### config.mk
export PLATFORM = sky130hd
export DESIGN_NAME = rzsm_monitor
export DESIGN_NICKNAME = d
export VERILOG_FILES = /design/src/hdl/rzsm_pkg.sv /design/src/hdl/rzsm_in_if.sv /design/src/hdl/rzsm_in_sync.sv /design/src/hdl/rzsm_monitor.sv
export SDC_FILE = /design/constraint.sdc
export NUM_CORES = 1
export LEC_CHECK = 0
export ABC_AREA = 0
export CAP_MARGIN = 20
export CORE_AREA = 2 2 66 68
export CTS_BUF_LIST = sky130_fd_sc_hd__clkbuf_8
export CTS_CLUSTER_SIZE = 25
export DETAILED_ROUTE_END_ITERATION = 10
export DIE_AREA = 0 0 68 70
export DONT_BUFFER_PORTS = 1
export PLACE_DENSITY_LB_ADDON = 0.1
export RECOVER_POWER = 25
export SYNTH_ARGS = -nofsm -noshare
export SYNTH_HDL_FRONTEND = slang
export SYNTH_SLANG_ARGS = --single-unit
### constraint.sdc
create_clock -name clk_i -period 5.25 [get_ports clk_i]
set_clock_uncertainty 0.2 [all_clocks]
set_input_delay 0.2625 -clock clk_i [delete_from_list [all_inputs] [get_ports clk_i]]
set_output_delay 0.2625 -clock clk_i [all_outputs]
set_load 0.005 [all_outputs]
### src/hdl/rzsm_pkg.sv
// Shared constants and types for the robot zone sequence monitor.
// Assumes a single 40 MHz system clock and a synchronous active-low reset.
`default_nettype none

package rzsm_pkg;

	////////////////////////////////////////////////////////////////////////////////////////////
	// Timing.
	localparam int unsigned CLK_HZ       = 40_000_000;
	localparam int unsigned MS_PER_S     = 1000;
	localparam int unsigned DWELL_MS     = 500;
	localparam int unsigned DWELL_CYCLES = DWELL_MS * (CLK_HZ / MS_PER_S);
	localparam int unsigned SYNC_STAGES  = 2;
	localparam int unsigned RST_HOLD_DEF = 4;

	////////////////////////////////////////////////////////////////////////////////////////////
	// Input bundle layout.
	localparam int unsigned IN_W        = 5;
	localparam int unsigned IN_PROT     = 0;
	localparam int unsigned IN_WARN     = 1;
	localparam int unsigned IN_ESTOP_OK = 2;
	localparam int unsigned IN_RESET    = 3;
	localparam int unsigned IN_SCAN_OK  = 4;

	////////////////////////////////////////////////////////////////////////////////////////////
	// Output levels and reset values.
	localparam logic LVL_STOP = 1'h0;
	localparam logic LVL_RUN  = 1'h1;
	localparam logic FSET_1   = 1'h0;
	localparam logic FSET_2   = 1'h1;

	////////////////////////////////////////////////////////////////////////////////////////////
	// Exit sequence states.
	typedef enum logic [2:0] {
		RZSM_ST_HOLD    = 3'h0,
		RZSM_ST_CLEAR   = 3'h1,
		RZSM_ST_PROT    = 3'h2,
		RZSM_ST_DWELL   = 3'h3,
		RZSM_ST_RELEASE = 3'h4,
		RZSM_ST_TRIP    = 3'h5
	} rzsm_seq_e;

endpackage

`default_nettype wire

### src/hdl/rzsm_in_if.sv
// Carries the synchronised field, stop and reset levels to the sequence logic.
// Assumes both ends run on the system clock.
`timescale 1ns/100ps
`default_nettype none

interface rzsm_in_if;
	logic prot_infr;
	logic warn_infr;
	logic estop_ok;
	logic reset_btn;
	logic scanner_ok;

	modport drv (output prot_infr, output warn_infr, output estop_ok,
	             output reset_btn, output scanner_ok);
	modport mon (input prot_infr, input warn_infr, input estop_ok,
	             input reset_btn, input scanner_ok);
endinterface

`default_nettype wire

### src/hdl/rzsm_in_sync.sv
// Two-stage synchroniser for all pin inputs of the sequence monitor.
// Assumes raw inputs are asynchronous to clk_i.
`timescale 1ns/100ps
`default_nettype none

module rzsm_in_sync
	import rzsm_pkg::*;
(
	// Clock and reset
	input  wire logic            clk_i,
	input  wire logic            rst_n_i,
	// Raw pins
	input  wire logic [IN_W-1:0] raw_i,
	// Synchronised levels
	rzsm_in_if.drv               sync
);

	// Reset value is zero for each input, so the ok levels read unhealthy and both fields read clear.
	logic [IN_W-1:0] meta_q;
	logic [IN_W-1:0] stab_q;

	always_ff @(posedge clk_i) begin
		if (!rst_n_i) begin
			meta_q <= '0;
			stab_q <= '0;
		end else begin
			meta_q <= raw_i;
			stab_q <= meta_q;
		end
	end

	assign sync.prot_infr  = stab_q[IN_PROT];
	assign sync.warn_infr  = stab_q[IN_WARN];
	assign sync.estop_ok   = stab_q[IN_ESTOP_OK];
	assign sync.reset_btn  = stab_q[IN_RESET];
	assign sync.scanner_ok = stab_q[IN_SCAN_OK];

endmodule // rzsm_in_sync

`default_nettype wire

### src/hdl/rzsm_monitor.sv
// Robot zone sequence monitor: stops, speed request and field set selection.
// Assumes one 40 MHz clock, pins asynchronous to it, and a robot controller
// that treats a low stop output as a stop demand.
`timescale 1ns/100ps
`default_nettype none

// Notes on behaviour
// - Release needs protective clear, then 500 ms warning.
// - Reduced speed still requested after steps one, two.
// - After dwell, release protective stop, keep reduced.
// - Release allows restart only at reduced speed.
// - Warning clears after valid exit: select set one.
// - Full speed only with both fields clear.
// - Short warning dwell trips fence stop, category one.
// - Protective clear without warning blocks restart.
// - Release decision rests on protective field, sequence state and health.
// - Protective infringement commands protective stop immediately.
// - Protective stop held while protective field infringed.
// - Emergency stop forces estop, protective and speed outputs to stop, always.
// - Emergency stop latched until manual reset.
// - Reset accepted only with both fields clear.
// - After power-up stay stopped until valid reset.
// - Internal fault keeps all outputs stopped.
// - Only a valid reset sequence lifts an emergency stop or a fence trip stop.
// - Restart needs every safety input healthy.
// - Field set one selected after reset.
// - Warning infringement requests reduced speed.
// - Accepted manual reset drives emergency stop output high.
// - Protective stop clears itself once conditions allow.
module rzsm_monitor
	import rzsm_pkg::*;
#(
	parameter int unsigned DWELL_CYC = DWELL_CYCLES,
	parameter int unsigned RST_HOLD  = RST_HOLD_DEF
)(
	// Clock and reset
	input  wire logic       clk_i,
	input  wire logic       rst_n_i,
	// Scanner outputs: field levels high while infringed, scanner_ok_i high while healthy
	input  wire logic       prot_infr_i,
	input  wire logic       warn_infr_i,
	input  wire logic       scanner_ok_i,
	// Operator devices
	input  wire logic       estop_ok_i,
	input  wire logic       reset_btn_i,
	// Robot controller safety inputs, low means stop or request
	output var  logic       estop_n_o,
	output var  logic       prot_stop_n_o,
	output var  logic       speed_red_n_o,
	output var  logic       fence_trip_stop_n_o,
	// Scanner field set select, high selects set two
	output var  logic       field_set2_o,
	// Status
	output var  logic [2:0] seq_state_o,
	output var  logic       restart_locked_o,
	output var  logic       fault_o
);

	localparam int unsigned CW = (DWELL_CYC > 1) ? $clog2(DWELL_CYC) : 1;
	localparam int unsigned HW = $clog2(RST_HOLD + 1);
	localparam logic [CW-1:0] DWELL_LAST = CW'(DWELL_CYC - 1);
	localparam logic [HW-1:0] HOLD_MIN   = HW'(RST_HOLD);

	// Refused at elaboration: a zero dwell or hold would release without any wait.
	if (DWELL_CYC < 1 || RST_HOLD < 1) begin : g_bad_params
		$error("rzsm_monitor: DWELL_CYC and RST_HOLD must be at least one");
	end

	////////////////////////////////////////////////////////////////////////////////////////////
	// Input synchronisation.

	rzsm_in_if in_s ();

	rzsm_in_sync u_sync (
		.clk_i   (clk_i),
		.rst_n_i (rst_n_i),
		.raw_i   ({scanner_ok_i, reset_btn_i, estop_ok_i, warn_infr_i, prot_infr_i}),
		.sync    (in_s)
	);

	logic prot;
	logic warn;
	logic estop_ok;
	logic scan_ok;
	assign prot     = in_s.prot_infr;
	assign warn     = in_s.warn_infr;
	assign estop_ok = in_s.estop_ok;
	assign scan_ok  = in_s.scanner_ok;

	////////////////////////////////////////////////////////////////////////////////////////////
	// Decoding helpers.

	// States in which the sequence layer lets the protective stop go.
	function automatic logic seq_released(input rzsm_seq_e s);
		return (s == RZSM_ST_CLEAR) || (s == RZSM_ST_RELEASE);
	endfunction

	function automatic logic seq_legal(input rzsm_seq_e s);
		return (s == RZSM_ST_HOLD) || (s == RZSM_ST_CLEAR) || (s == RZSM_ST_PROT) ||
		       (s == RZSM_ST_DWELL) || (s == RZSM_ST_RELEASE) || (s == RZSM_ST_TRIP);
	endfunction

	////////////////////////////////////////////////////////////////////////////////////////////
	// Reset pushbutton: a press must last RST_HOLD cycles and counts on release.
	// Taking the release, not the press, keeps a stuck or shorted button from resetting.

	logic          btn_q;
	logic [HW-1:0] hold_q;
	logic          rst_pulse;
	logic          rst_ok;

	always_ff @(posedge clk_i) begin
		if (!rst_n_i) begin
			btn_q <= 1'h0;
		end else begin
			btn_q <= in_s.reset_btn;
		end
	end

	always_ff @(posedge clk_i) begin
		if (!rst_n_i) begin
			hold_q <= '0;
		end else if (!in_s.reset_btn) begin
			hold_q <= '0;
		end else if (hold_q != HOLD_MIN) begin
			hold_q <= hold_q + HW'(1);
		end
	end

	assign rst_pulse = btn_q && !in_s.reset_btn && (hold_q == HOLD_MIN);
	assign rst_ok    = rst_pulse && !prot && !warn && estop_ok && scan_ok;

	////////////////////////////////////////////////////////////////////////////////////////////
	// Exit sequence state machine.

	rzsm_seq_e state_q;
	rzsm_seq_e state_d;
	logic      dwell_done;

	always_comb begin
		state_d = state_q;
		unique case (state_q)
			RZSM_ST_HOLD: begin
				if (rst_ok) begin
					state_d = RZSM_ST_CLEAR;
				end
			end
			RZSM_ST_CLEAR: begin
				if (prot) begin
					state_d = RZSM_ST_PROT;
				end
			end
			RZSM_ST_PROT: begin
				if (!prot) begin
					state_d = warn ? RZSM_ST_DWELL : RZSM_ST_TRIP;
				end
			end
			RZSM_ST_DWELL: begin
				if (prot) begin
					state_d = RZSM_ST_PROT;
				end else if (!warn) begin
					state_d = RZSM_ST_TRIP;
				end else if (dwell_done) begin
					state_d = RZSM_ST_RELEASE;
				end
			end
			RZSM_ST_RELEASE: begin
				if (prot) begin
					state_d = RZSM_ST_PROT;
				end else if (!warn) begin
					state_d = RZSM_ST_CLEAR;
				end
			end
			RZSM_ST_TRIP: begin
				if (rst_ok) begin
					state_d = RZSM_ST_CLEAR;
				end
			end
			default: begin
				state_d = RZSM_ST_TRIP;
			end
		endcase
	end

	always_ff @(posedge clk_i) begin
		if (!rst_n_i) begin
			state_q <= RZSM_ST_HOLD;
		end else begin
			state_q <= state_d;
		end
	end

	////////////////////////////////////////////////////////////////////////////////////////////
	// Warning dwell counter.

	logic [CW-1:0] dwell_q;

	always_ff @(posedge clk_i) begin
		if (!rst_n_i) begin
			dwell_q <= '0;
		end else if (state_q != RZSM_ST_DWELL || !warn || prot) begin
			dwell_q <= '0;
		end else if (dwell_q != DWELL_LAST) begin
			dwell_q <= dwell_q + CW'(1);
		end
	end

	assign dwell_done = (dwell_q == DWELL_LAST);

	////////////////////////////////////////////////////////////////////////////////////////////
	// Emergency stop latch and internal fault latch.
	// In both latches the set wins over an accepted reset in the same cycle.

	logic estop_lock_q;
	logic fault_q;

	always_ff @(posedge clk_i) begin
		if (!rst_n_i) begin
			estop_lock_q <= 1'h1;
		end else if (!estop_ok) begin
			estop_lock_q <= 1'h1;
		end else if (rst_ok) begin
			estop_lock_q <= 1'h0;
		end
	end

	always_ff @(posedge clk_i) begin
		if (!rst_n_i) begin
			fault_q <= 1'h0;
		end else if (!seq_legal(state_q)) begin
			fault_q <= 1'h1;
		end else if (rst_ok) begin
			fault_q <= 1'h0;
		end
	end

	////////////////////////////////////////////////////////////////////////////////////////////
	// Field set selection. The approach delay before set two is not modelled here;
	// the scanner switches as soon as the warning field is seen.

	logic fset_q;
	logic fset_d;

	always_comb begin
		if (warn) begin
			fset_d = FSET_2;
		end else if (state_d == RZSM_ST_DWELL || state_d == RZSM_ST_PROT) begin
			fset_d = fset_q;
		end else begin
			fset_d = FSET_1;
		end
	end

	always_ff @(posedge clk_i) begin
		if (!rst_n_i) begin
			fset_q <= FSET_1;
		end else begin
			fset_q <= fset_d;
		end
	end

	////////////////////////////////////////////////////////////////////////////////////////////
	// Registered outputs. Every stop output except fence_trip_stop_n_o is low during reset.

	logic healthy;
	assign healthy = estop_ok && scan_ok && !fault_q;

	always_ff @(posedge clk_i) begin
		if (!rst_n_i) begin
			estop_n_o <= LVL_STOP;
		end else begin
			estop_n_o <= (estop_ok && !estop_lock_q && !fault_q) ? LVL_RUN : LVL_STOP;
		end
	end

	// The release depends on the protective field, the sequence state and health (estop, scanner, fault).
	always_ff @(posedge clk_i) begin
		if (!rst_n_i) begin
			prot_stop_n_o <= LVL_STOP;
		end else if (prot || !healthy) begin
			prot_stop_n_o <= LVL_STOP;
		end else begin
			prot_stop_n_o <= seq_released(state_q) ? LVL_RUN : LVL_STOP;
		end
	end

	always_ff @(posedge clk_i) begin
		if (!rst_n_i) begin
			speed_red_n_o <= LVL_STOP;
		end else if (warn || prot || state_q != RZSM_ST_CLEAR || !healthy) begin
			speed_red_n_o <= LVL_STOP;
		end else begin
			speed_red_n_o <= LVL_RUN;
		end
	end

	always_ff @(posedge clk_i) begin
		if (!rst_n_i) begin
			fence_trip_stop_n_o <= LVL_RUN;
		end else begin
			fence_trip_stop_n_o <= (state_q == RZSM_ST_TRIP) ? LVL_STOP : LVL_RUN;
		end
	end

	always_ff @(posedge clk_i) begin
		if (!rst_n_i) begin
			field_set2_o     <= FSET_1;
			seq_state_o      <= RZSM_ST_HOLD;
			restart_locked_o <= 1'h1;
			fault_o          <= 1'h0;
		end else begin
			field_set2_o     <= fset_q;
			seq_state_o      <= state_q;
			restart_locked_o <= !seq_released(state_q) || estop_lock_q || !healthy;
			fault_o          <= fault_q;
		end
	end

endmodule // rzsm_monitor

`default_nettype wire

==> results.cfg <==
[cts]
cts_hold_buf = 6
post_cts_buffers = 0
clkLatencyLatePin_ps = 310
cts.sinks = 55
h-tree-depth = 2
path_clk_slew_ps = 90
root_buffer = clkbuf_8
cts_tree = done
clockBufferDepth = 2
numCtsBuffers = 5
cts.repair.resized = 0

[global_routing]
grt_overflow = 0
grt_pass1_vias = 1641
gr-usage-met1_pct = 29.2
grt.busiest_layer = met2
antenna_found_initial = 0
grt_start_max_net_pins = 24
grt_util_met2_pct = 30.1
grtUsageTotal_pct = 20.3
met3_usage_pct = 3.70
grt_pass1_wl_mm = 7.57

[setup_path]
reg2reg_from = state_q[1]$_SDFF_PN0_
crit_arrival_ps = 2840
reg2reg_slack_ps = 2830
worstPathMaxFanout = 23
crit_path_start_kind = input port
cp-end-kind = register
critPathLaunch = rst_n_i
required_ps = 5290
critPathKind = input port to register

[min_path]
hp-start = rst_n_i
hold_path_class = input port to register

[power_and_ir_drop]
p_comb_share_pct = 1.6
power_w = 0.000717
swShare_pct = 20.1
peakVddDrop_v = 0.000119
power_leakage_nw = 0.830
p_switching_w = 0.000144
p_per_area_mw_per_mm2 = 285
sequentialPowerShare_pct = 59.1
p_int_w = 0.000572
clkPwrFrac_pct = 39.3

[die]
die_w_um = 68
pin_count = 17
fp.dieH_um = 70
start_util_pct = 56.6
coreArea_mm2 = 0.00414
die_area_mm2 = 0.00476
rows = 24

[timing]
slew_violations = 0
min_period_ps = 2800
max_slew_margin_pct = 46.0
tightest_slew_ps = 804
fin_setup_tns_ps = 0
fmax_ghz = 0.357
finalHoldViolCount = 0
min_period_over_period_pct = 53.3
setup_violations = 0
rsz0062_at_grt = no

[layout]
final_cell_mix = 55 x dfxtp_1, 20 x a21oi_1, 18 x nand2_1, 18 x o21ai_0, 14 x and2_1
seq_area_mm2 = 0.00110
multi_input_area_mm2 = 0.00114
nFillCells = 361
diodes = 0
final_common_cell = dfxtp_1
syn_to_final_growth_pct = 7.26
drive_gt1_share_pct = 8.17
nets = 266

[drt]
wl_per_cell_um = 13.7
via_count = 1806
ant_nets = 0
drc_errors = 0
drt_wl_total_mm = 4.24
dr.pass1.iters = 4
viasPerCell = 5.84
drt-initial-drc-count = 161

[synth]
async_reset_ff_share_pct = 0
synth_area_leaders = dfxtp_1 47%, a21oi_1 4.3%, o21ai_0 3.8%, and2_1 3.7%, nand2_1 2.9%
synth_nets = 266
synth_enable_flop_cells = 0
synth-seq-cells = 55
syn_avg_cell_area_um2 = 9.15
ys_types = 52
yosysWarningCount = 0
synthCells = 256
netlist_area_mm2 = 0.00234
ys_seq_area_share_pct = 47.0
synth_top_area_share_pct = 47.0
synthFlopType = dfxtp_1
synth.largest_area_cell = dfxtp_1

[place]
post-dp-hpwl_mm = 2.90
numPortBuffers = 0
gp_congestion = 0.824

[run]
drv_cap = 0

[run_status]
outcome = completed
[stage by stage]
step           setup WS (ps)  cells  hold slack, ps  cell area (um^2)  utilization (%)
3_5_place_dp            2840    295             185              2340             56.4
4_1_cts                 2450    309            31.3              2510             60.7
6_report                2450    309            36.0              2510             60.7
5_1_grt                 2210    309            40.8              2510             60.7
2_1_floorplan           3260    256             189              2340                -
3_3_place_gp            2860    295             185              2340             56.4
[power by group through the flow]
stage	clock network (W)	registers, W	logic (W)
after global routing	0.000302	0.000424	0.0000132
after detailed placement	0	0.000433	0.00000643
after global placement	0	0.000433	0.00000643
after CTS	0.000290	0.000424	0.0000116
after floorplan	0	0.000432	0.00000748
final	0.000281	0.000424	0.0000116
[Yosys cell counts, types with 3 or more instances]
library cell and number:
a21oi_1 20, o21a_1 3, a2111o_1 3, xnor2_1 4
xor2_1 4, buf_2 3, and2_1 14, nor3_1 4
clkbuf_1 6, dfxtp_1 55, and4_1 4, o21ai_0 18
or3_1 10, nand4_1 9, nor2_1 12, inv_1 7
ha_1 3, nand2_1 18, or4_1 4, and3_1 3
nand3_1 13
[final timing paths]
path | cells after the start | to
worst min-delay path | 2 | state_q[0]$_SDFF_PN0_
worst max register to register | 4 | dwell_q[7]$_SDFFE_PP0N_
worst max-delay path | 5 | dwell_q[7]$_SDFFE_PP0N_
worst min register to register | 1 | u_sync.stab_q[1]$_SDFF_PN0_
[critical path, cell delays in order]
cell	delay, ps
dlygate4sd3_1	910
nand2_1	170
or4_1	810
or4_1	610
o21ai_0	80
[kinds of logic (layout without fill, tap and decap cells)]
kind of cell | count (synthesis) | after routing | synth area share [%]
muxes | 1 | 1 | 0.427
AOI/OAI and AO/OA | 59 | 59 | 16.0
xor gates and xnor gates | 8 | 8 | 2.99
buffers and inverters | 21 | 22 | 4.48
adders and majority gates | 3 | 3 | 1.60
and+or+nand+nor | 109 | 109 | 27.5
DFF | 55 | 55 | 47.0
[cell type report]
class,count,share of cell area [%]
inverters,7,1.05
clock inverters,3,1.89
clock buffers,5,2.74
flip-flops and latches,55,43.8
multi-input cells,180,45.2
repair buffers,7,2.69
well taps,52,2.59
[registers in the layout, summed over array words and instances, names as in the netlist, 3 cells and up]
register	flops
u_sync.stab_q	5
dwell_q	25
hold_q	3
state_q	3
seq_state_o	3
u_sync.meta_q	5
[per-layer routing]
metal	vias up	share of wire, %
met2	43	46
met1	821	49
met5	-	0
met3	8	3.7
li1	934	-
met4	0	1.7
Power figures use the tool's default switching activity.
